### src/rtl/vfp_cfg.svh
// constants of the regulator fault protection block: offsets, fields, resets, timing
// assumes a 25 MHz system clock and a 32-bit classic wishbone register bus
`ifndef VFP_CFG_SVH
`define VFP_CFG_SVH

// ----------------------------------------
// register byte offsets
// ----------------------------------------
`define VFP_ADDR_CTRL 8'h00
`define VFP_ADDR_STATUS 8'h04
`define VFP_ADDR_IRQ_STAT 8'h08
`define VFP_ADDR_IRQ_MASK 8'h0C
`define VFP_ADDR_TARGET 8'h10

// ----------------------------------------
// field positions
// ----------------------------------------
`define VFP_CTRL_PWM_EN 0
`define VFP_CTRL_FORCE_LOW_SIDE 1
`define VFP_IRQ_OVER 0
`define VFP_IRQ_REV 1
`define VFP_IRQ_THERM 2
`define VFP_IRQ_SHDN 3

// ----------------------------------------
// reset values
// ----------------------------------------
`define VFP_CTRL_RST 2'h1
`define VFP_IRQ_MASK_RST 4'h0
`define VFP_CODE_RST 7'h00

// ----------------------------------------
// voltage code arithmetic, target in units of 0.1 mV
// ----------------------------------------
`define VFP_TARGET_TOP 14'h3A98
`define VFP_TARGET_STEP 14'h007D
`define VFP_CODE_ZERO_FROM 7'h78

// ----------------------------------------
// timing
// ----------------------------------------
`define VFP_CLK_NS 40
`define VFP_KEEPOUT_NS 400
`define VFP_KEEPOUT_CYC ((`VFP_KEEPOUT_NS + `VFP_CLK_NS - 1) / `VFP_CLK_NS)

`endif

### src/rtl/vfp_pkg.sv
// types shared by the regulator fault protection block
// assumes vfp_cfg.svh is compiled alongside; holds no logic
package vfp_pkg;

  // ----------------------------------------
  // protection state, one-hot
  // ----------------------------------------
  typedef enum logic [3:0] {
    VFP_ST_OFF = 4'b0001,
    VFP_ST_RUN = 4'b0010,
    VFP_ST_REV = 4'b0100,
    VFP_ST_LATCH = 4'b1000
  } vfp_state_type;

  // ----------------------------------------
  // comparator and pin flags after synchronising
  // ----------------------------------------
  typedef struct packed {
    logic ov;
    logic rv_enter;
    logic rv_exit;
    logic th_trip;
    logic th_release;
    logic lockout;
    logic enable;
    logic [6:0] code;
  } vfp_flags_type;

  // ----------------------------------------
  // driver-facing outputs
  // ----------------------------------------
  typedef struct packed {
    logic [2:0] pwm;
    logic low_side_mode_n;
    logic driver_enable_n;
    logic discharge;
  } vfp_drive_type;

endpackage

### src/rtl/vfp_sync.sv
// two-flop synchroniser for a bundle of independent asynchronous levels
// assumes each bit is a slow level; multi-bit words need their own settling check
`timescale 1ns/100ps
`default_nettype none
module vfp_sync #(
  parameter int W = 14
) (
  input wire logic clk_sys,
  input wire logic rstn,
  input wire logic [W-1:0] async_in,
  output logic [W-1:0] sync_out
);

  logic [W-1:0] meta_r;
  logic [W-1:0] sync_r;

  // ----------------------------------------
  // first stage feeds only the second
  // ----------------------------------------
  always_ff @(posedge clk_sys or negedge rstn) begin
    if (!rstn) begin
      meta_r <= '0;
      sync_r <= '0;
    end else begin
      meta_r <= async_in;
      sync_r <= meta_r;
    end
  end

  assign sync_out = sync_r;

endmodule
`default_nettype wire

### src/rtl/vfp_vcode.sv
// decoder from 7-bit voltage code to target level in 0.1 mV units
// assumes a settled code; purely combinational
`include "vfp_cfg.svh"
`timescale 1ns/100ps
`default_nettype none
module vfp_vcode (
  input wire logic [6:0] code,
  output logic [13:0] target_dmv
);

  // top level minus one step per code, floor at zero
  function automatic logic [13:0] vfp_decode(input logic [6:0] c);
    logic [13:0] drop;
    drop = 14'({7'h00, c} * `VFP_TARGET_STEP);
    if (c >= `VFP_CODE_ZERO_FROM) begin
      vfp_decode = 14'h0000;
    end else begin
      vfp_decode = `VFP_TARGET_TOP - drop;
    end
  endfunction

  // ----------------------------------------
  // msb-first code, all zeros is the top level
  // ----------------------------------------
  assign target_dmv = vfp_decode(code);

endmodule
`default_nettype wire

### src/rtl/vfp_top.sv
// protection and mode control of a multiphase buck controller, with wishbone registers
// assumes comparator flags and pins are asynchronous levels, pwm requests on clk_sys
//
// Local design decisions: the placing of the registers and the Wishbone interface to the registers.
`include "vfp_cfg.svh"
`timescale 1ns/100ps
`default_nettype none
module vfp_top (
  input wire logic clk_sys,
  input wire logic rstn,
  input wire logic wb_cyc_i,
  input wire logic wb_stb_i,
  input wire logic wb_we_i,
  input wire logic [7:0] wb_adr_i,
  input wire logic [3:0] wb_sel_i,
  input wire logic [31:0] wb_dat_i,
  output logic [31:0] wb_dat_o,
  output logic wb_ack_o,
  output logic irq_o,
  input wire logic overvoltage_trip,
  input wire logic reverse_voltage_trip,
  input wire logic reverse_voltage_clear,
  input wire logic thermal_sense_in,
  input wire logic thermal_sense_release,
  input wire logic supply_lockout,
  input wire logic enable_in,
  input wire logic [6:0] voltage_code,
  input wire logic [2:0] pwm_req,
  output logic [2:0] pwm_out,
  output logic low_side_mode_n,
  output logic driver_enable_n,
  output logic soft_start_discharge,
  output logic power_good_delay_cap,
  output logic thermal_alert_out,
  output logic [13:0] target_dmv
);

  // ----------------------------------------
  // input synchronisers
  // ----------------------------------------
  vfp_pkg::vfp_flags_type flags_raw;
  vfp_pkg::vfp_flags_type flags;
  logic [13:0] flags_bits;

  // the input system keeps pins low around supply ramps, so zero reset is safe
  assign flags_raw = '{
    ov: overvoltage_trip,
    rv_enter: reverse_voltage_trip,
    rv_exit: reverse_voltage_clear,
    th_trip: thermal_sense_in,
    th_release: thermal_sense_release,
    lockout: supply_lockout,
    enable: enable_in,
    code: voltage_code
  };

  vfp_sync #(.W(14)) u_sync (
    .clk_sys(clk_sys),
    .rstn(rstn),
    .async_in(flags_raw),
    .sync_out(flags_bits)
  );

  assign flags = vfp_pkg::vfp_flags_type'(flags_bits);

  // ----------------------------------------
  // registers and state
  // ----------------------------------------
  vfp_pkg::vfp_state_type state_r;
  vfp_pkg::vfp_state_type state_nxt;
  vfp_pkg::vfp_drive_type drive_nxt;
  logic rv_active_r;
  logic rv_active_nxt;
  logic therm_r;
  logic therm_nxt;
  logic [1:0] ctrl_r;
  logic [3:0] irq_stat_r;
  logic [3:0] irq_mask_r;
  logic [6:0] code_r;
  logic [6:0] code_prev_r;
  logic [3:0] keep_cnt_r;
  logic [13:0] target_nxt;
  logic [2:0] pwm_r;
  logic ls_r;
  logic de_r;
  logic dis_r;
  logic ack_r;
  logic [31:0] rdata_r;
  logic irq_r;

  // ----------------------------------------
  // supply and enable qualification
  // ----------------------------------------
  // no start-up timer here: the synchronised pins alone decide when shutdown ends
  wire power_ok = flags.enable & ~flags.lockout;

  // ----------------------------------------
  // reverse voltage watch with hysteresis, runs in every state
  // ----------------------------------------
  // entry below -300 mV wins if both flags are seen at once
  // the watch flop has no state gate, so it keeps running through latch-off
  assign rv_active_nxt = flags.rv_enter ? 1'b1 :
                         (flags.rv_exit ? 1'b0 : rv_active_r);

  // ----------------------------------------
  // thermal alert with hysteresis
  // ----------------------------------------
  // the two comparator levels sit about 100 mV apart, so the alert cannot chatter
  assign therm_nxt = flags.th_trip ? 1'b1 :
                     (flags.th_release ? 1'b0 : therm_r);

  // ----------------------------------------
  // protection state transitions
  // ----------------------------------------
  always_comb begin
    state_nxt = state_r;
    unique case (state_r)
      vfp_pkg::VFP_ST_OFF: begin
        if (power_ok) begin
          state_nxt = vfp_pkg::VFP_ST_RUN;
        end
      end
      vfp_pkg::VFP_ST_RUN: begin
        if (!power_ok) begin
          state_nxt = vfp_pkg::VFP_ST_OFF;
        end else if (flags.ov) begin
          state_nxt = vfp_pkg::VFP_ST_LATCH;
        end else if (rv_active_nxt) begin
          state_nxt = vfp_pkg::VFP_ST_REV;
        end
      end
      vfp_pkg::VFP_ST_REV: begin
        if (!power_ok) begin
          state_nxt = vfp_pkg::VFP_ST_OFF;
        end else if (flags.ov) begin
          state_nxt = vfp_pkg::VFP_ST_LATCH;
        end else if (!rv_active_nxt) begin
          state_nxt = vfp_pkg::VFP_ST_RUN;
        end
      end
      vfp_pkg::VFP_ST_LATCH: begin
        // only supply loss or enable low releases the latch
        if (!power_ok) begin
          state_nxt = vfp_pkg::VFP_ST_OFF;
        end
      end
      default: begin
        state_nxt = vfp_pkg::VFP_ST_OFF;
      end
    endcase
  end

  // ----------------------------------------
  // driver line selection per state
  // ----------------------------------------
  always_comb begin
    drive_nxt = '{pwm: 3'h0, low_side_mode_n: 1'b0, driver_enable_n: 1'b0, discharge: 1'b0};
    unique case (state_nxt)
      vfp_pkg::VFP_ST_OFF: begin
        drive_nxt.discharge = 1'b1;
      end
      vfp_pkg::VFP_ST_RUN: begin
        drive_nxt.pwm = ctrl_r[`VFP_CTRL_PWM_EN] ? pwm_req : 3'h0;
        drive_nxt.low_side_mode_n = ~ctrl_r[`VFP_CTRL_FORCE_LOW_SIDE];
        drive_nxt.driver_enable_n = 1'b1;
      end
      vfp_pkg::VFP_ST_REV: begin
        drive_nxt.pwm = 3'h0;
      end
      vfp_pkg::VFP_ST_LATCH: begin
        // crowbar, unless the output has gone negative
        drive_nxt.low_side_mode_n = ~rv_active_nxt;
        drive_nxt.driver_enable_n = ~rv_active_nxt;
      end
      default: begin
        drive_nxt.discharge = 1'b1;
      end
    endcase
  end

  // ----------------------------------------
  // state and output flops
  // ----------------------------------------
  always_ff @(posedge clk_sys or negedge rstn) begin
    if (!rstn) begin
      state_r <= vfp_pkg::VFP_ST_OFF;
      rv_active_r <= 1'b0;
      therm_r <= 1'b0;
    end else begin
      state_r <= state_nxt;
      rv_active_r <= rv_active_nxt;
      therm_r <= therm_nxt;
    end
  end

  // outputs registered so the drivers never see decode glitches
  always_ff @(posedge clk_sys or negedge rstn) begin
    if (!rstn) begin
      pwm_r <= 3'h0;
      ls_r <= 1'b0;
      de_r <= 1'b0;
      dis_r <= 1'b1;
    end else begin
      pwm_r <= drive_nxt.pwm;
      ls_r <= drive_nxt.low_side_mode_n;
      de_r <= drive_nxt.driver_enable_n;
      dis_r <= drive_nxt.discharge;
    end
  end

  // ----------------------------------------
  // voltage code keep-out and decode
  // ----------------------------------------
  // bits are synchronised separately, so a code is taken only once it stops moving
  // a code that flips back inside the keep-out is never taken, by intent
  wire code_moved = flags.code != code_prev_r;
  wire keep_done = keep_cnt_r == 4'(`VFP_KEEPOUT_CYC);

  always_ff @(posedge clk_sys or negedge rstn) begin
    if (!rstn) begin
      code_prev_r <= `VFP_CODE_RST;
      keep_cnt_r <= 4'h0;
      code_r <= `VFP_CODE_RST;
    end else begin
      code_prev_r <= flags.code;
      if (code_moved) begin
        keep_cnt_r <= 4'h0;
      end else if (!keep_done) begin
        keep_cnt_r <= keep_cnt_r + 4'h1;
      end else begin
        code_r <= code_prev_r;
      end
    end
  end

  vfp_vcode u_vcode (
    .code(code_r),
    .target_dmv(target_nxt)
  );

  always_ff @(posedge clk_sys or negedge rstn) begin
    if (!rstn) begin
      target_dmv <= `VFP_TARGET_TOP;
    end else begin
      target_dmv <= target_nxt;
    end
  end

  // ----------------------------------------
  // interrupt events
  // ----------------------------------------
  // one rising-edge helper for every source, so all four events share one timing
  function automatic logic vfp_rise(input logic now_v, input logic was_v);
    vfp_rise = now_v & ~was_v;
  endfunction

  wire ev_over = vfp_rise(state_nxt[3], state_r[3]);
  wire ev_rev = vfp_rise(rv_active_nxt, rv_active_r);
  wire ev_therm = vfp_rise(therm_nxt, therm_r);
  wire ev_shdn = vfp_rise(state_nxt[0], state_r[0]);
  wire [3:0] ev_vec = {ev_shdn, ev_therm, ev_rev, ev_over};

  // ----------------------------------------
  // wishbone decode
  // ----------------------------------------
  // full byte compare, so no register answers at an alias
  function automatic logic vfp_hit(input logic [7:0] adr, input logic [7:0] off);
    vfp_hit = adr == off;
  endfunction

  wire bus_req = wb_cyc_i & wb_stb_i & ~ack_r;
  wire bus_wr = bus_req & wb_we_i & wb_sel_i[0];
  wire hit_ctrl = vfp_hit(wb_adr_i, `VFP_ADDR_CTRL);
  wire hit_status = vfp_hit(wb_adr_i, `VFP_ADDR_STATUS);
  wire hit_istat = vfp_hit(wb_adr_i, `VFP_ADDR_IRQ_STAT);
  wire hit_imask = vfp_hit(wb_adr_i, `VFP_ADDR_IRQ_MASK);
  wire hit_target = vfp_hit(wb_adr_i, `VFP_ADDR_TARGET);
  wire [3:0] w1c = (bus_wr & hit_istat) ? wb_dat_i[3:0] : 4'h0;
  wire [3:0] istat_nxt = (irq_stat_r & ~w1c) | ev_vec;
  wire [31:0] status_word = {21'h000000, flags.lockout, flags.enable,
                             therm_r, rv_active_r, 3'h0, state_r};
  wire [31:0] rdata_nxt = hit_ctrl ? {30'h00000000, ctrl_r} :
                          hit_status ? status_word :
                          hit_istat ? {28'h0000000, irq_stat_r} :
                          hit_imask ? {28'h0000000, irq_mask_r} :
                          hit_target ? {9'h000, code_r, 2'h0, target_dmv} :
                          32'h00000000;

  // ----------------------------------------
  // register writes; a new event beats a clear in the same cycle
  // ----------------------------------------
  always_ff @(posedge clk_sys or negedge rstn) begin
    if (!rstn) begin
      ctrl_r <= `VFP_CTRL_RST;
      irq_mask_r <= `VFP_IRQ_MASK_RST;
      irq_stat_r <= 4'h0;
    end else begin
      if (bus_wr && hit_ctrl) begin
        ctrl_r <= wb_dat_i[1:0];
      end
      if (bus_wr && hit_imask) begin
        irq_mask_r <= wb_dat_i[3:0];
      end
      irq_stat_r <= istat_nxt;
    end
  end

  // ack one cycle after the request; unmapped reads return zero
  // read data is zero outside ack, so a stale word never shows between accesses
  always_ff @(posedge clk_sys or negedge rstn) begin
    if (!rstn) begin
      ack_r <= 1'b0;
      rdata_r <= 32'h00000000;
      irq_r <= 1'b0;
    end else begin
      ack_r <= bus_req;
      rdata_r <= bus_req ? rdata_nxt : 32'h00000000;
      irq_r <= |(istat_nxt & irq_mask_r);
    end
  end

  // ----------------------------------------
  // output mapping
  // ----------------------------------------
  assign wb_ack_o = ack_r;
  assign wb_dat_o = rdata_r;
  assign irq_o = irq_r;
  assign pwm_out = pwm_r;
  assign low_side_mode_n = ls_r;
  assign driver_enable_n = de_r;
  assign soft_start_discharge = dis_r;
  assign power_good_delay_cap = dis_r;
  assign thermal_alert_out = therm_r;

endmodule
`default_nettype wire

### config.mk
export PLATFORM = sky130hd
export DESIGN_NAME = vfp_top
export DESIGN_NICKNAME = d
export VERILOG_FILES = /design/src/rtl/vfp_pkg.sv /design/src/rtl/vfp_sync.sv /design/src/rtl/vfp_vcode.sv /design/src/rtl/vfp_top.sv
export VERILOG_INCLUDE_DIRS = /design/src /design/src/rtl
export SDC_FILE = /design/constraint.sdc
export NUM_CORES = 1
export LEC_CHECK = 0
export BUFFER_PORTS_ARGS = -buffer_cell sky130_fd_sc_hd__buf_2
export CAP_MARGIN = 10
export CORE_UTILIZATION = 49
export CTS_CLUSTER_SIZE = 16
export DETAILED_ROUTE_END_ITERATION = 12
export PLACE_DENSITY = 0.85
export SLEW_MARGIN = 20
export SYNTH_ARGS = -nofsm -noshare
export SYNTH_HDL_FRONTEND = slang
export SYNTH_HIERARCHICAL = 1
export SYNTH_SLANG_ARGS = --single-unit
export TNS_END_PERCENT = 100
### constraint.sdc
create_clock -name clk_sys -period 3.9 [get_ports clk_sys]
set_clock_uncertainty 0.2 [all_clocks]
set_input_delay 0.78 -clock clk_sys [delete_from_list [all_inputs] [get_ports clk_sys]]
set_output_delay 0.78 -clock clk_sys [all_outputs]
set_load 0.01 [all_outputs]
; ---- Word-level counts from Yosys, hierarchy flattened
; Index checks and enable logic that the tools add are counted.
[word_totals]
input_bits = 66
register_bits = 107
word_cells = 93
[op_classes]
order_cmp = 1
add_sub_neg = 2
bitwise = 23
n_eq_ne = 14
reduce_logical = 6
multipliers = 1
n_mux = 27
[ops]
columns = op, count
row1 = $mux W23, 6
row2 = $mux W4, 11
row3 = $eq A8 B4 Y1 const B, 2
row4 = $pmux W4 S4, 1
row5 = $mul A7 B7 Y14 const B, 1
row6 = $mux W14, 1
row7 = $sub A14 B14 Y14 const A, 1
row8 = $eq A4 B4 Y1 const B, 3
row9 = $and A1 B1 Y1, 10
row10 = $not A1 Y1, 9
row11 = $and A4 B4 Y4, 2
row12 = $eq A4 B2 Y1 const B, 2
row13 = $eq A4 B3 Y1 const B, 2
row14 = $eq A8 B3 Y1 const B, 1
row15 = $eq A8 B5 Y1 const B, 1
row16 = $logic_not A8 Y1, 1
row17 = $ge A7 B7 Y1 const B, 1
row18 = $ne A7 B7 Y1, 1
row19 = $mux W3, 2
row20 = $mux W1, 5
row21 = $add A4 B1 Y4 const B, 1
row22 = $eq A4 B1 Y1 const B, 1
row23 = $not A4 Y4, 1
row24 = $or A4 B4 Y4, 1
row25 = 6 further kinds, 7

; ---- Longest topological paths before layout
; Gate-level depths: netlist (run 1).
[logic_depth]
depth_word = 11
mapped_depth = 13
ltp_nobuf = 13

; ---- Modules after synthesis
; Netlist (run 1), hierarchy kept.
[by_module_without_submodules]
columns = module, area_each_um2, instances, cells_each
row1 = vfp_top, 3143.0, 1, 250
row2 = vfp_vcode, 1471.4, 1, 169
row3 = vfp_sync, 700.7, 1, 28

; ---- Worst setup path after synthesis (run 1)
; OpenSTA, ideal clock, no wires.
[synth_path]
kind = register -> register
startpoint = register code_r[3]
endpoint = register target_dmv[11]
setup_time_ns = 0.089
arrival_ns = 3.663
setup_slack_ns = -0.051
stages_incl_launch_ff = 14
path_cell_list = dfrtp_1 inv_1 fa_1 fa_1 inv_1 fa_1 fa_1 inv_1 ha_1 a21oi_2 o211ai_2 a41oi_1 xor2_1 nor2_1
[synth_between]
elab_chain_cells = 3
[synth_rtl]
columns = element, line_no
row1 = from (decl), vfp_top.sv:79  ; logic [6:0] code_r;
row2 = from (signal assigned), vfp_top.sv:223  ; code_r <= `VFP_CODE_RST;
row3 = from (signal assigned), vfp_top.sv:231  ; code_r <= code_prev_r;
row4 = $mul A7 B7 Y14 (no source line), n/a
row5 = $sub A14 B14 Y14 (no source line), n/a
row6 = $mux W14 *, vfp_vcode.sv:15  ; if (c >= `VFP_CODE_ZERO_FROM) begin
row7 = net target_nxt[11], vfp_top.sv:82  ; logic [13:0] target_nxt;
row8 = to (signal assigned), vfp_top.sv:243  ; target_dmv <= `VFP_TARGET_TOP;
row9 = to (signal assigned), vfp_top.sv:245  ; target_dmv <= target_nxt;
row10 = to (decl), vfp_top.sv:35  ; output logic [13:0] target_dmv
; Mark *: on every way through the listed nets, which the timed path passes. The rest lies on a longest branch.
; A chain may end at the register's enable or synchronous reset.

; ---- Final worst setup path (run 1)
[layout_path]
startpoint = register code_r[2]
endpoint = register target_dmv[11]
; The elaborated chain is that of the path after synthesis.

==> results of run 1 <==
==> cell type report <==
class / instances / area share (%)
inverters: 50 / 2.99
clock buffers: 11 / 2.25
repair buffers: 106 / 9.61
clock inverters: 5 / 0.756
multi-input cells: 281 / 39.6
well taps: 136 / 2.71
flip-flops and latches: 105 / 42.0
==> sequential cells by signal, indices dropped and copies added (netlist names), 4 cells and up <==
signal / flops
u_sync/sync_out: 14
keep_cnt_r: 4
irq_stat_r: 4
wb_dat_o: 21
state_r: 4
code_prev_r: 7
u_sync/meta_r: 14
target_dmv: 14
irq_mask_r: 4
code_r: 7
==> worst reg2reg max path, delay by kind of cell, from the launching register on <==
| kind | cells | cell delay, ns |
|---|---|---|
| adders and majority gates | 5 | 2.31 |
| xor gates and xnor gates | 1 | 0.16 |
| DFF | 1 | 0.37 |
| and+or+nand+nor | 1 | 0.11 |
| buffers and inverters | 3 | 0.26 |
| AOI/OAI and AO/OA | 3 | 0.50 |
==> timing repair <==
item,in CTS,in global routing
resized for setup,14,11
buffers inserted,1,3
cloned,0,0
setup endpoints to repair,6,6
hold endpoints to repair,0,0
pin swaps,12,3
==> layer usage <==
layer  global-route usage (%)  vias to the layer above
met5                        0                        -
met2                     34.6                      114
met1                     23.9                     1799
li1                         -                     1710
met3                     3.86                       17
met4                     7.84                        0
==> power groups by stage <==
stage               Clock [mW]  Combinational [mW]  Sequential (mW)
floorplan                    0              0.0516             1.15
global placement             0              0.0945             1.15
detailed placement           0              0.0966             1.15
CTS                      0.663              0.0973             1.13
global route             0.709               0.109             1.14
finish                   0.650              0.0956             1.13
==> kinds of logic (layout without fill, tap and decap cells) <==
group                    count (synthesis)  in the layout
AND/OR/NAND/NOR                        111            111
adder cells (fa/ha/maj)                 61             61
XOR/XNOR                                18             18
AO/OA/AOI/OAI                           64             64
flip-flops                             105            105
other                                    1             11
multiplexers                            16             16
buffers and inverters                   71            172
==> synth_stat cells (3+ instances only) <==
master / count
and3_1: 20
a211oi_1: 6
clkbuf_1: 8
nor3_1: 7
xor2_1: 9
dfrtp_1: 95
mux2_2: 13
o21ai_0: 8
nand3_1: 5
buf_4: 12
dfstp_2: 10
nand3b_1: 4
nand2_1: 14
nand2b_1: 4
fa_1: 19
a21o_1: 7
mux2i_1: 3
nor2_1: 24
nor4_1: 4
a21oi_1: 14
xnor2_1: 9
ha_1: 42
inv_1: 50
o21a_1: 5
a221oi_1: 3
o31ai_1: 3
a22oi_1: 4
nor2b_1: 6
nand4_1: 7
==> through the flow <==
step	setup slack, ns	TNS, ns	power (mW)
final	-0.0773	-0.258	1.88
after floorplan	0.00738	0	1.20
after global routing	-0.166	-0.886	1.95
after global placement	-0.0393	-0.0501	1.25
after CTS	0.00814	0	1.89
after detailed placement	-0.135	-0.362	1.25
==> how the worst max path moves through the flow <==
stage | start | end | slack (ns) | cells past startpoint
6_report | code_r[2] | target_dmv[11] | -0.08 | 13
4_1_cts | code_r[3] | target_dmv[13] | 0.008 | 13
3_5_place_dp | code_r[0] | target_dmv[13] | -0.13 | 11
3_3_place_gp | code_r[0] | target_dmv[13] | -0.04 | 11
2_1_floorplan | code_r[4] | target_dmv[11] | 0.007 | 13
5_1_grt | code_r[1] | target_dmv[11] | -0.17 | 13
==> flow_metrics.tcl, run 1 <==
set metrics [dict create \
    drtIter0Drc 123 \
    grt_pass1_vias 3707 \
    netlist_area_um2 5320 \
    route.met3.wl_um 511 \
    slew_headroom_pct 50.8 \
    leakagePower_nw 3.17 \
    synth_simple_gate_area_share_pct 12.4 \
    fillers 795 \
    internal_power_mw 1.41 \
    tightest_slew_ns 0.738 \
    max_stage_delay_ns 0.60 \
    ys_warn_count 6 \
    synth_cell_type_count 55 \
    async_flop_share_pct 100 \
    fin_nets 680 \
    grt_pass1_wl_mm 17.3 \
    rr_worst_depth 13 \
    period_minus_slack_ns 3.98 \
    final_max_slew_viol_count 0 \
    synth_edf_count 0 \
    final_common_cell "dfrtp_1" \
    worstHoldStart "u_sync/meta_r[9]" \
    die_height_um 106 \
    mostFrequentLayoutCells "dfrtp_1, buf_2, inv_1" \
    synth-adder-area-share_pct 17.0 \
    synth_top_area_share_pct 44.7 \
    setup_slack_ns -0.0773 \
    peakVddDrop_v 0.000184 \
    synth_seq_area_share_pct 49.7 \
    finalNonFillerCells 694 \
    synth_top_family_by_area "adder cells" \
    netlist_instances 447 \
    powerDensity_nw_per_um2 299 \
    dieArea_um2 11300 \
    pwr-share-comb_pct 5.1 \
    arrival_ns 4.06 \
    drc 0 \
    synthFlopType "dfrtp_1" \
    antenna_found_initial 0 \
    hold-path-endpoint "u_sync/sync_out[9]" \
    top_layer_used "met4" \
    areaGrowthSynthToFinish_pct 18.3 \
    synth_area_leader_cell "dfrtp_1" \
    critical_path_class "flop to flop" \
    initial_core_util_pct 51.0 \
    synth-xor-area-share_pct 2.97 \
    endpoint_kind "flop" \
    r2r_slack_ns -0.08 \
    multi_input_area_um2 2490 \
    final_core_util_pct 60.3 \
    routabilityCongestion 0.884 \
    regArea_um2 2640 \
    io_pins 122 \
    clock_sinks 105 \
    rsz0062_at_grt "yes" \
    setup_violations 5 \
    worst-path-buf-inv 3 \
    avgRoutedWirePerCell_um 15.5 \
    place_inst 674 \
    crit_path_start_kind "flop" \
    num_antenna_cells 0 \
    fp.coreArea_um2 10400 \
    routed_wirelength_mm 10.8 \
    synth_compound_area_share_pct 8.66 \
    routed_via_density 5.24 \
    net-switching-power_uw 468 \
    clk_latency_ns 0.36 \
    synth_area_leaders "dfrtp_1, ha_1, fa_1, dfstp_2, inv_1" \
    fmax_mhz 251 \
    crit_path_cell_trace "inv_2 > fa_2 > fa_1 > fa_1 > fa_1 > inv_2 > ha_4 > o211ai_1 > o211ai_2 > buf_4 > a41oi_2 > xor2_1 > nor2_1" \
    cts_buffers 9 \
    tritoncts "yes" \
    r2r_start "code_r[2]" \
    cts_root_buf "clkbuf_8" \
    reg2reg_to "target_dmv[11]" \
    violations "setup timing" \
    htree_levels 3 \
    drive_gt1_share_pct 32.8 \
    drtPass1Iterations 4 \
    cp.required_ns 3.98 \
    hpwl_mm 7.95 \
    p_clk_share_pct 34.6 \
    row_count 37 \
    fin_crit_sh_pct 102 \
    critPathMostFrequentCell "fa_1" \
    grt_max_degree 55 \
    syn_avg_cell_area_um2 11.9 \
    drtAntennaViolNets 0 \
    critPathTopFamily "adder cells" \
    cts_max_path_buffers 2 \
    grt_usage_pct 19.8 \
    muxShareOfSynthArea_pct 3.32 \
    wl_met1_mm 4.45 \
    cp_slowest_cell "fa_2" \
    dpl-instance-area_um2 5970 \
    wl_met2_mm 5.55 \
    die_w_um 106 \
    hold_violations 0 \
    holdPathStages 0 \
    seqPwrFrac_pct 60.3 \
    maxCapViolCount 0 \
    fin_area_um2 6290 \
    postCtsHoldBufs 0 \
    hold_path_class "flop to flop" \
    p_sw_share_pct 24.9 \
    status "finished with violations" \
    overflow 0 \
    clk_pin_slew_ns 0.11 \
    whs_ns 0.155 \
    dr_total_vias 3640 \
    cp_max_fo 4 \
    port_buffers 79 \
    ys_seq_elements 105 \
]
No activity file was read; power rests on OpenSTA's default activity.
==> run 2: changes to the inputs <==
--- a/config.mk
+++ b/config.mk
@@ -8,10 +8,10 @@
 export LEC_CHECK = 0
 export BUFFER_PORTS_ARGS = -buffer_cell sky130_fd_sc_hd__buf_2
 export CAP_MARGIN = 10
-export CORE_UTILIZATION = 49
+export CORE_UTILIZATION = 50
 export CTS_CLUSTER_SIZE = 16
 export DETAILED_ROUTE_END_ITERATION = 12
-export PLACE_DENSITY = 0.85
+export PLACE_DENSITY = 0.75
 export SLEW_MARGIN = 20
 export SYNTH_ARGS = -nofsm -noshare
 export SYNTH_HDL_FRONTEND = slang
==> constraint.sdc (replaced) <==
create_clock -name clk_sys -period 4.1 [get_ports clk_sys]
set_clock_uncertainty 0.2 [all_clocks]
set_input_delay 0.82 -clock clk_sys [delete_from_list [all_inputs] [get_ports clk_sys]]
set_output_delay 0.82 -clock clk_sys [all_outputs]
set_load 0.01 [all_outputs]
==> run 2 against run 1 <==
The flow now finishes without violations. Sequential power is 4% lower. Combinational power is 4.0% lower. Final cell count is 1.7% lower. Register-to-register slack better by 0.21 ns. Critical path type unchanged.
==> flow_metrics.tcl, run 2 (synthesis results as in run 1) <==
set metrics [dict create \
    status "complete, no violations" \
    mostFrequentLayoutCells "dfrtp_1, buf_2, inv_1" \
    fmax_mhz 252 \
    final_core_util_pct 59.7 \
    antenna_found_initial 0 \
    grt_usage_pct 19.3 \
    leakagePower_nw 3.11 \
    rr_worst_depth 11 \
    htree_levels 3 \
    slew_headroom_pct 49.1 \
    tns_ns 0 \
    clk_latency_ns 0.38 \
    clk_pin_slew_ns 0.13 \
    postCtsHoldBufs 0 \
    cp_max_fo 4 \
    critical_path_class "flop to flop" \
    avgRoutedWirePerCell_um 15.1 \
    num_antenna_cells 0 \
    hold_violations 0 \
    setup_slack_ns 0.133 \
    fp.coreArea_um2 10300 \
    drtAntennaViolNets 0 \
    peakVddDrop_v 0.000174 \
    place_inst 663 \
    r2r_slack_ns 0.13 \
    endpoint_kind "flop" \
    dp_slack_ns 0.0430 \
    final_common_cell "dfrtp_1" \
    drtPass1Iterations 4 \
    dieArea_um2 11000 \
    hold_path_class "flop to flop" \
    internal_power_mw 1.35 \
    drc 0 \
    drive_gt1_share_pct 28.9 \
    drtIter0Drc 160 \
    whs_ns 0.150 \
    fin_crit_sh_pct 96.8 \
    routed_via_density 5.23 \
    areaGrowthSynthToFinish_pct 15.9 \
    die_height_um 105 \
    tightest_slew_ns 0.763 \
    grt_pass1_wl_mm 16.6 \
    finalPower_mw 1.84 \
    cts_root_buf "clkbuf_8" \
    io_pins 122 \
    routabilityCongestion 0.885 \
    largest_register_ffs 21 \
    period_minus_slack_ns 3.97 \
    p_sw_share_pct 26.7 \
    tritoncts "yes" \
    port_buffers 79 \
    final_max_slew_viol_count 0 \
    arrival_ns 4.07 \
    pwr-share-comb_pct 5.0 \
    holdPathStages 0 \
    overflow 0 \
    grt_pass1_vias 3513 \
    dpl-instance-area_um2 5890 \
    reg2reg_to "target_dmv[11]" \
    hpwl_mm 7.67 \
    setup_violations 0 \
    net-switching-power_uw 491 \
    critPathMostFrequentCell "fa_1" \
    die_w_um 105 \
    routed_wirelength_mm 10.3 \
    row_count 37 \
    crit_path_cell_trace "fa_2 > fa_1 > fa_1 > fa_1 > inv_1 > ha_1 > o211ai_1 > o211ai_4 > a41oi_2 > xor2_1 > nor2_1" \
    cp.required_ns 4.21 \
    crit_path_start_kind "flop" \
    grt_max_degree 59 \
    p_clk_share_pct 36.4 \
    fin_area_um2 6160 \
    powerDensity_nw_per_um2 298 \
    clock_sinks 105 \
    r2r_start "code_r[0]" \
    dr_total_vias 3569 \
    cp_slowest_cell "fa_2" \
    maxCapViolCount 0 \
    cts_max_path_buffers 2 \
    initial_core_util_pct 51.5 \
    cts_buffers 9 \
    hold-path-endpoint "u_sync/sync_out[9]" \
    finalNonFillerCells 682 \
    worstHoldStart "u_sync/meta_r[9]" \
    max_stage_delay_ns 0.59 \
    fin_nets 668 \
    seqPwrFrac_pct 58.6 \
]
## run 2: changes by cell type in the layout (fill, tap and decap cells not counted), moves of 2 or more
cell / delta
buf_4: -11
fa_2: -4
ha_4: -3
ha_1: +3
inv_8: +2
inv_1: +5
fa_1: +4
inv_2: -5
## run 2: area by class of cell
class / instances / area [um2]
multi-input combinational: 281 / 2440
inverter: 50 / 188
sequential: 105 / 2640
fill: 839 / 4170
tap: 136 / 170
timing repair buffer: 94 / 510
clock inverter: 7 / 88.8
clock buffer: 9 / 124
## run 2: routing by layer
layer / vias up / wire [um] / GRT usage [%]
li1: 1693 / - / -
met1: 1766 / 4540 / 24.5
met2: 97 / 5220 / 33.3
met3: 13 / 395 / 3.06
met4: 0 / 161 / 7.44
met5: - / 0 / 0
## run 2: worst max path at each step
stage,end,from
after detailed placement,target_dmv[11],code_r[2]
after floorplan,target_dmv[11],code_r[3]
after CTS,target_dmv[11],code_r[0]
after global placement,target_dmv[11],code_r[0]
after global routing,target_dmv[10],code_r[2]
final,target_dmv[11],code_r[0]
## run 2: worst max-delay path, delay by kind of cell, from the launching register on
kind	cells	cell delay (ns)
flip-flops	1	0.46
XOR/XNOR	1	0.16
AO/OA/AOI/OAI	3	0.59
adder cells (fa/ha/maj)	5	2.34
AND/OR/NAND/NOR	1	0.11
buffers and inverters	1	0.04
## run 2: power groups by stage
stage	Sequential (mW)	Combinational, mW	Clock, mW
final	1.08	0.0918	0.668
after CTS	1.08	0.0933	0.680
after global placement	1.10	0.0898	0
after floorplan	1.09	0.0491	0
after global routing	1.08	0.103	0.723
after detailed placement	1.10	0.0930	0
## run 2: timing repair
item                                    in CTS  in global routing
setup buffers                                0                  3
resized for setup                            0                 12
endpoints found under the setup margin       0                  5
==> run 3: changes to the inputs <==
--- a/config.mk
+++ b/config.mk
@@ -15,6 +15,5 @@
 export SLEW_MARGIN = 20
 export SYNTH_ARGS = -nofsm -noshare
 export SYNTH_HDL_FRONTEND = slang
-export SYNTH_HIERARCHICAL = 1
 export SYNTH_SLANG_ARGS = --single-unit
 export TNS_END_PERCENT = 100
==> run 3 against run 2 <==
Non-clock buffer count rose by 6. Combinational power shrank 4.0%. Via count shrank 3.0%. Global-route usage fell by 0.12 points. Setup slack worse by 0.027 ns.
==> flow_metrics.tcl, run 3 <==
set metrics [dict create \
    dieArea_um2 10900 \
    die_w_um 105 \
    arrival_ns 4.09 \
    tightest_slew_ns 0.698 \
    tritoncts "yes" \
    crit_path_cell_trace "inv_2 > fa_1 > inv_2 > fa_1 > fa_1 > fa_1 > inv_2 > ha_4 > o211ai_1 > o211ai_1 > nand2_1 > buf_6 > xor2_1 > nor2_1" \
    ys_warn_count 0 \
    ys_seq_elements 105 \
    dr_total_vias 3461 \
    final_max_slew_viol_count 0 \
    setup_violations 0 \
    mostFrequentLayoutCells "dfrtp_1, buf_2, inv_1" \
    async_flop_share_pct 100 \
    avgRoutedWirePerCell_um 14.2 \
    drtAntennaViolNets 0 \
    grt_max_degree 58 \
    crit_path_start_kind "flop" \
    synthTopCellsByCount "dfrtp_1, inv_1, ha_1" \
    htree_levels 3 \
    cts_buffers 9 \
    fin_crit_sh_pct 97.4 \
    setup_slack_ns 0.105 \
    drc 0 \
    cp_slowest_cell "fa_1" \
    netlist_area_um2 5260 \
    areaGrowthSynthToFinish_pct 17.5 \
    dp_slack_ns -0.0139 \
    port_buffers 79 \
    multi_input_area_um2 2400 \
    fp.coreArea_um2 10300 \
    hold_violations 0 \
    synthFlopType "dfrtp_1" \
    critPathMostFrequentCell "fa_1" \
    synth_area_leader_cell "dfrtp_1" \
    leakagePower_nw 3.27 \
    synth_seq_area_share_pct 50.2 \
    fmax_mhz 250 \
    peakVddDrop_v 0.000281 \
    initial_core_util_pct 51.1 \
    final_common_cell "dfrtp_1" \
    clk_latency_ns 0.37 \
    cts_max_path_buffers 2 \
    clock_sinks 105 \
    overflow 0 \
    regArea_um2 2640 \
    endpoint_kind "flop" \
    maxCapViolCount 0 \
    yosysMostFrequentCell "dfrtp_1" \
    antenna_found_initial 0 \
    routed_via_density 5.02 \
    synth_area_leaders "dfrtp_1, ha_1, fa_1, dfstp_2, inv_1" \
    routed_wirelength_mm 9.77 \
    drtIter0Drc 129 \
    io_pins 122 \
    num_antenna_cells 0 \
    syn_avg_cell_area_um2 11.8 \
    place_inst 670 \
    finalNonFillerCells 689 \
    synth_edf_count 0 \
    cts_root_buf "clkbuf_8" \
    max_stage_delay_ns 0.54 \
    drive_gt1_share_pct 29.3 \
    slew_headroom_pct 53.0 \
    netlist_instances 446 \
    synth_top_area_share_pct 45.2 \
    synth_cell_type_count 52 \
    grt_usage_pct 19.2 \
    hpwl_mm 7.51 \
    grt_pass1_wl_mm 16.4 \
    die_height_um 105 \
    drtPass1Iterations 4 \
    grt_pass1_vias 3472 \
    cp_max_fo 3 \
    fin_nets 678 \
    powerDensity_nw_per_um2 294 \
    hold_path_class "flop to flop" \
    largest_register_ffs 21 \
    postCtsHoldBufs 0 \
    fillers 827 \
    clk_pin_slew_ns 0.10 \
    row_count 37 \
    period_minus_slack_ns 3.99 \
    status "complete, no violations" \
    rsz0062_at_grt "yes" \
    critical_path_class "flop to flop" \
    cp.required_ns 4.20 \
    routabilityCongestion 0.914 \
]
-- run 3: logic make-up after synthesis --
kind of cell	share of synthesized area [%]
xor gates and xnor gates	2.83
buffers and inverters	6.02
AOI/OAI and AO/OA	7.38
and+or+nand+nor	11.9
muxes	3.76
other	0.0713
DFF	50.2
adders and majority gates	17.9
-- run 3: worst max-delay path: cells and delay by family, from the launching register on --
family,cells,cell delay [ns]
adders and majority gates,5,2.28
buffers and inverters,4,0.30
DFF,1,0.37
xor gates and xnor gates,1,0.13
and+or+nand+nor,2,0.25
AOI/OAI and AO/OA,2,0.41
-- run 3: power by group --
| part | internal, mW | total, mW | switching [mW] | leakage, nW |
|---|---|---|---|---|
| logic | 0.0324 | 0.0881 | 0.0557 | 1.85 |
| registers | 1.06 | 1.08 | 0.0152 | 1.33 |
| clock network | 0.300 | 0.649 | 0.349 | 0.0954 |
-- run 3: metal layers --
layer / track usage (%) / share of wire [%] / up-vias
li1: - / - / 1667
met1: 24.8 / 44 / 1700
met2: 32.7 / 50 / 81
met3: 4.80 / 5.0 / 13
met4: 4.29 / 1.1 / 0
met5: 0 / 0 / -
-- run 3: final timing paths --
| kind | cells past startpoint | endpoint | startpoint | slack [ns] |
|---|---|---|---|---|
| min reg2reg | 0 | u_sync.sync_out[5] | u_sync.meta_r[5] | 0.16 |
| max reg2reg | 14 | target_dmv[9] | code_r[2] | 0.11 |
| min in group asynchronous | 1 | pwm_out[1] | rstn | 0.27 |
| max in group asynchronous | 2 | target_dmv[12] | rstn | 2.56 |
| min | 0 | u_sync.sync_out[5] | u_sync.meta_r[5] | 0.16 |
| max | 14 | target_dmv[9] | code_r[2] | 0.11 |
-- run 3: cell type report --
type                            count  share of cell area, %
Inverter                           54                   3.28
Timing Repair Buffer              100                   9.12
Tap cell                          136                   2.76
Clock buffer                       10                   2.23
Sequential cell                   105                   42.8
Clock inverter                      5                   1.01
Multi-Input combinational cell    279                   38.8
-- run 3: through the flow --
stage / util (%) / area (um2) / hold WS [ns] / total power, mW / TNS, ns
CTS: 59.5 / 6110 / 0.155 / 1.83 / 0
finish: 60.1 / 6170 / 0.156 / 1.81 / 0
global placement: 57.3 / 5890 / 0.132 / 1.18 / -0.00499
floorplan: - / 5310 / 0.131 / 1.14 / 0
global route: 60.1 / 6170 / 0.163 / 1.89 / -0.0697
detailed placement: 57.3 / 5890 / 0.137 / 1.19 / -0.0139
-- run 3: timing repair --
item,CTS,global route
pin swaps,4,11
resized for setup,4,13
endpoints found under the setup margin,3,4
buffers inserted,1,3
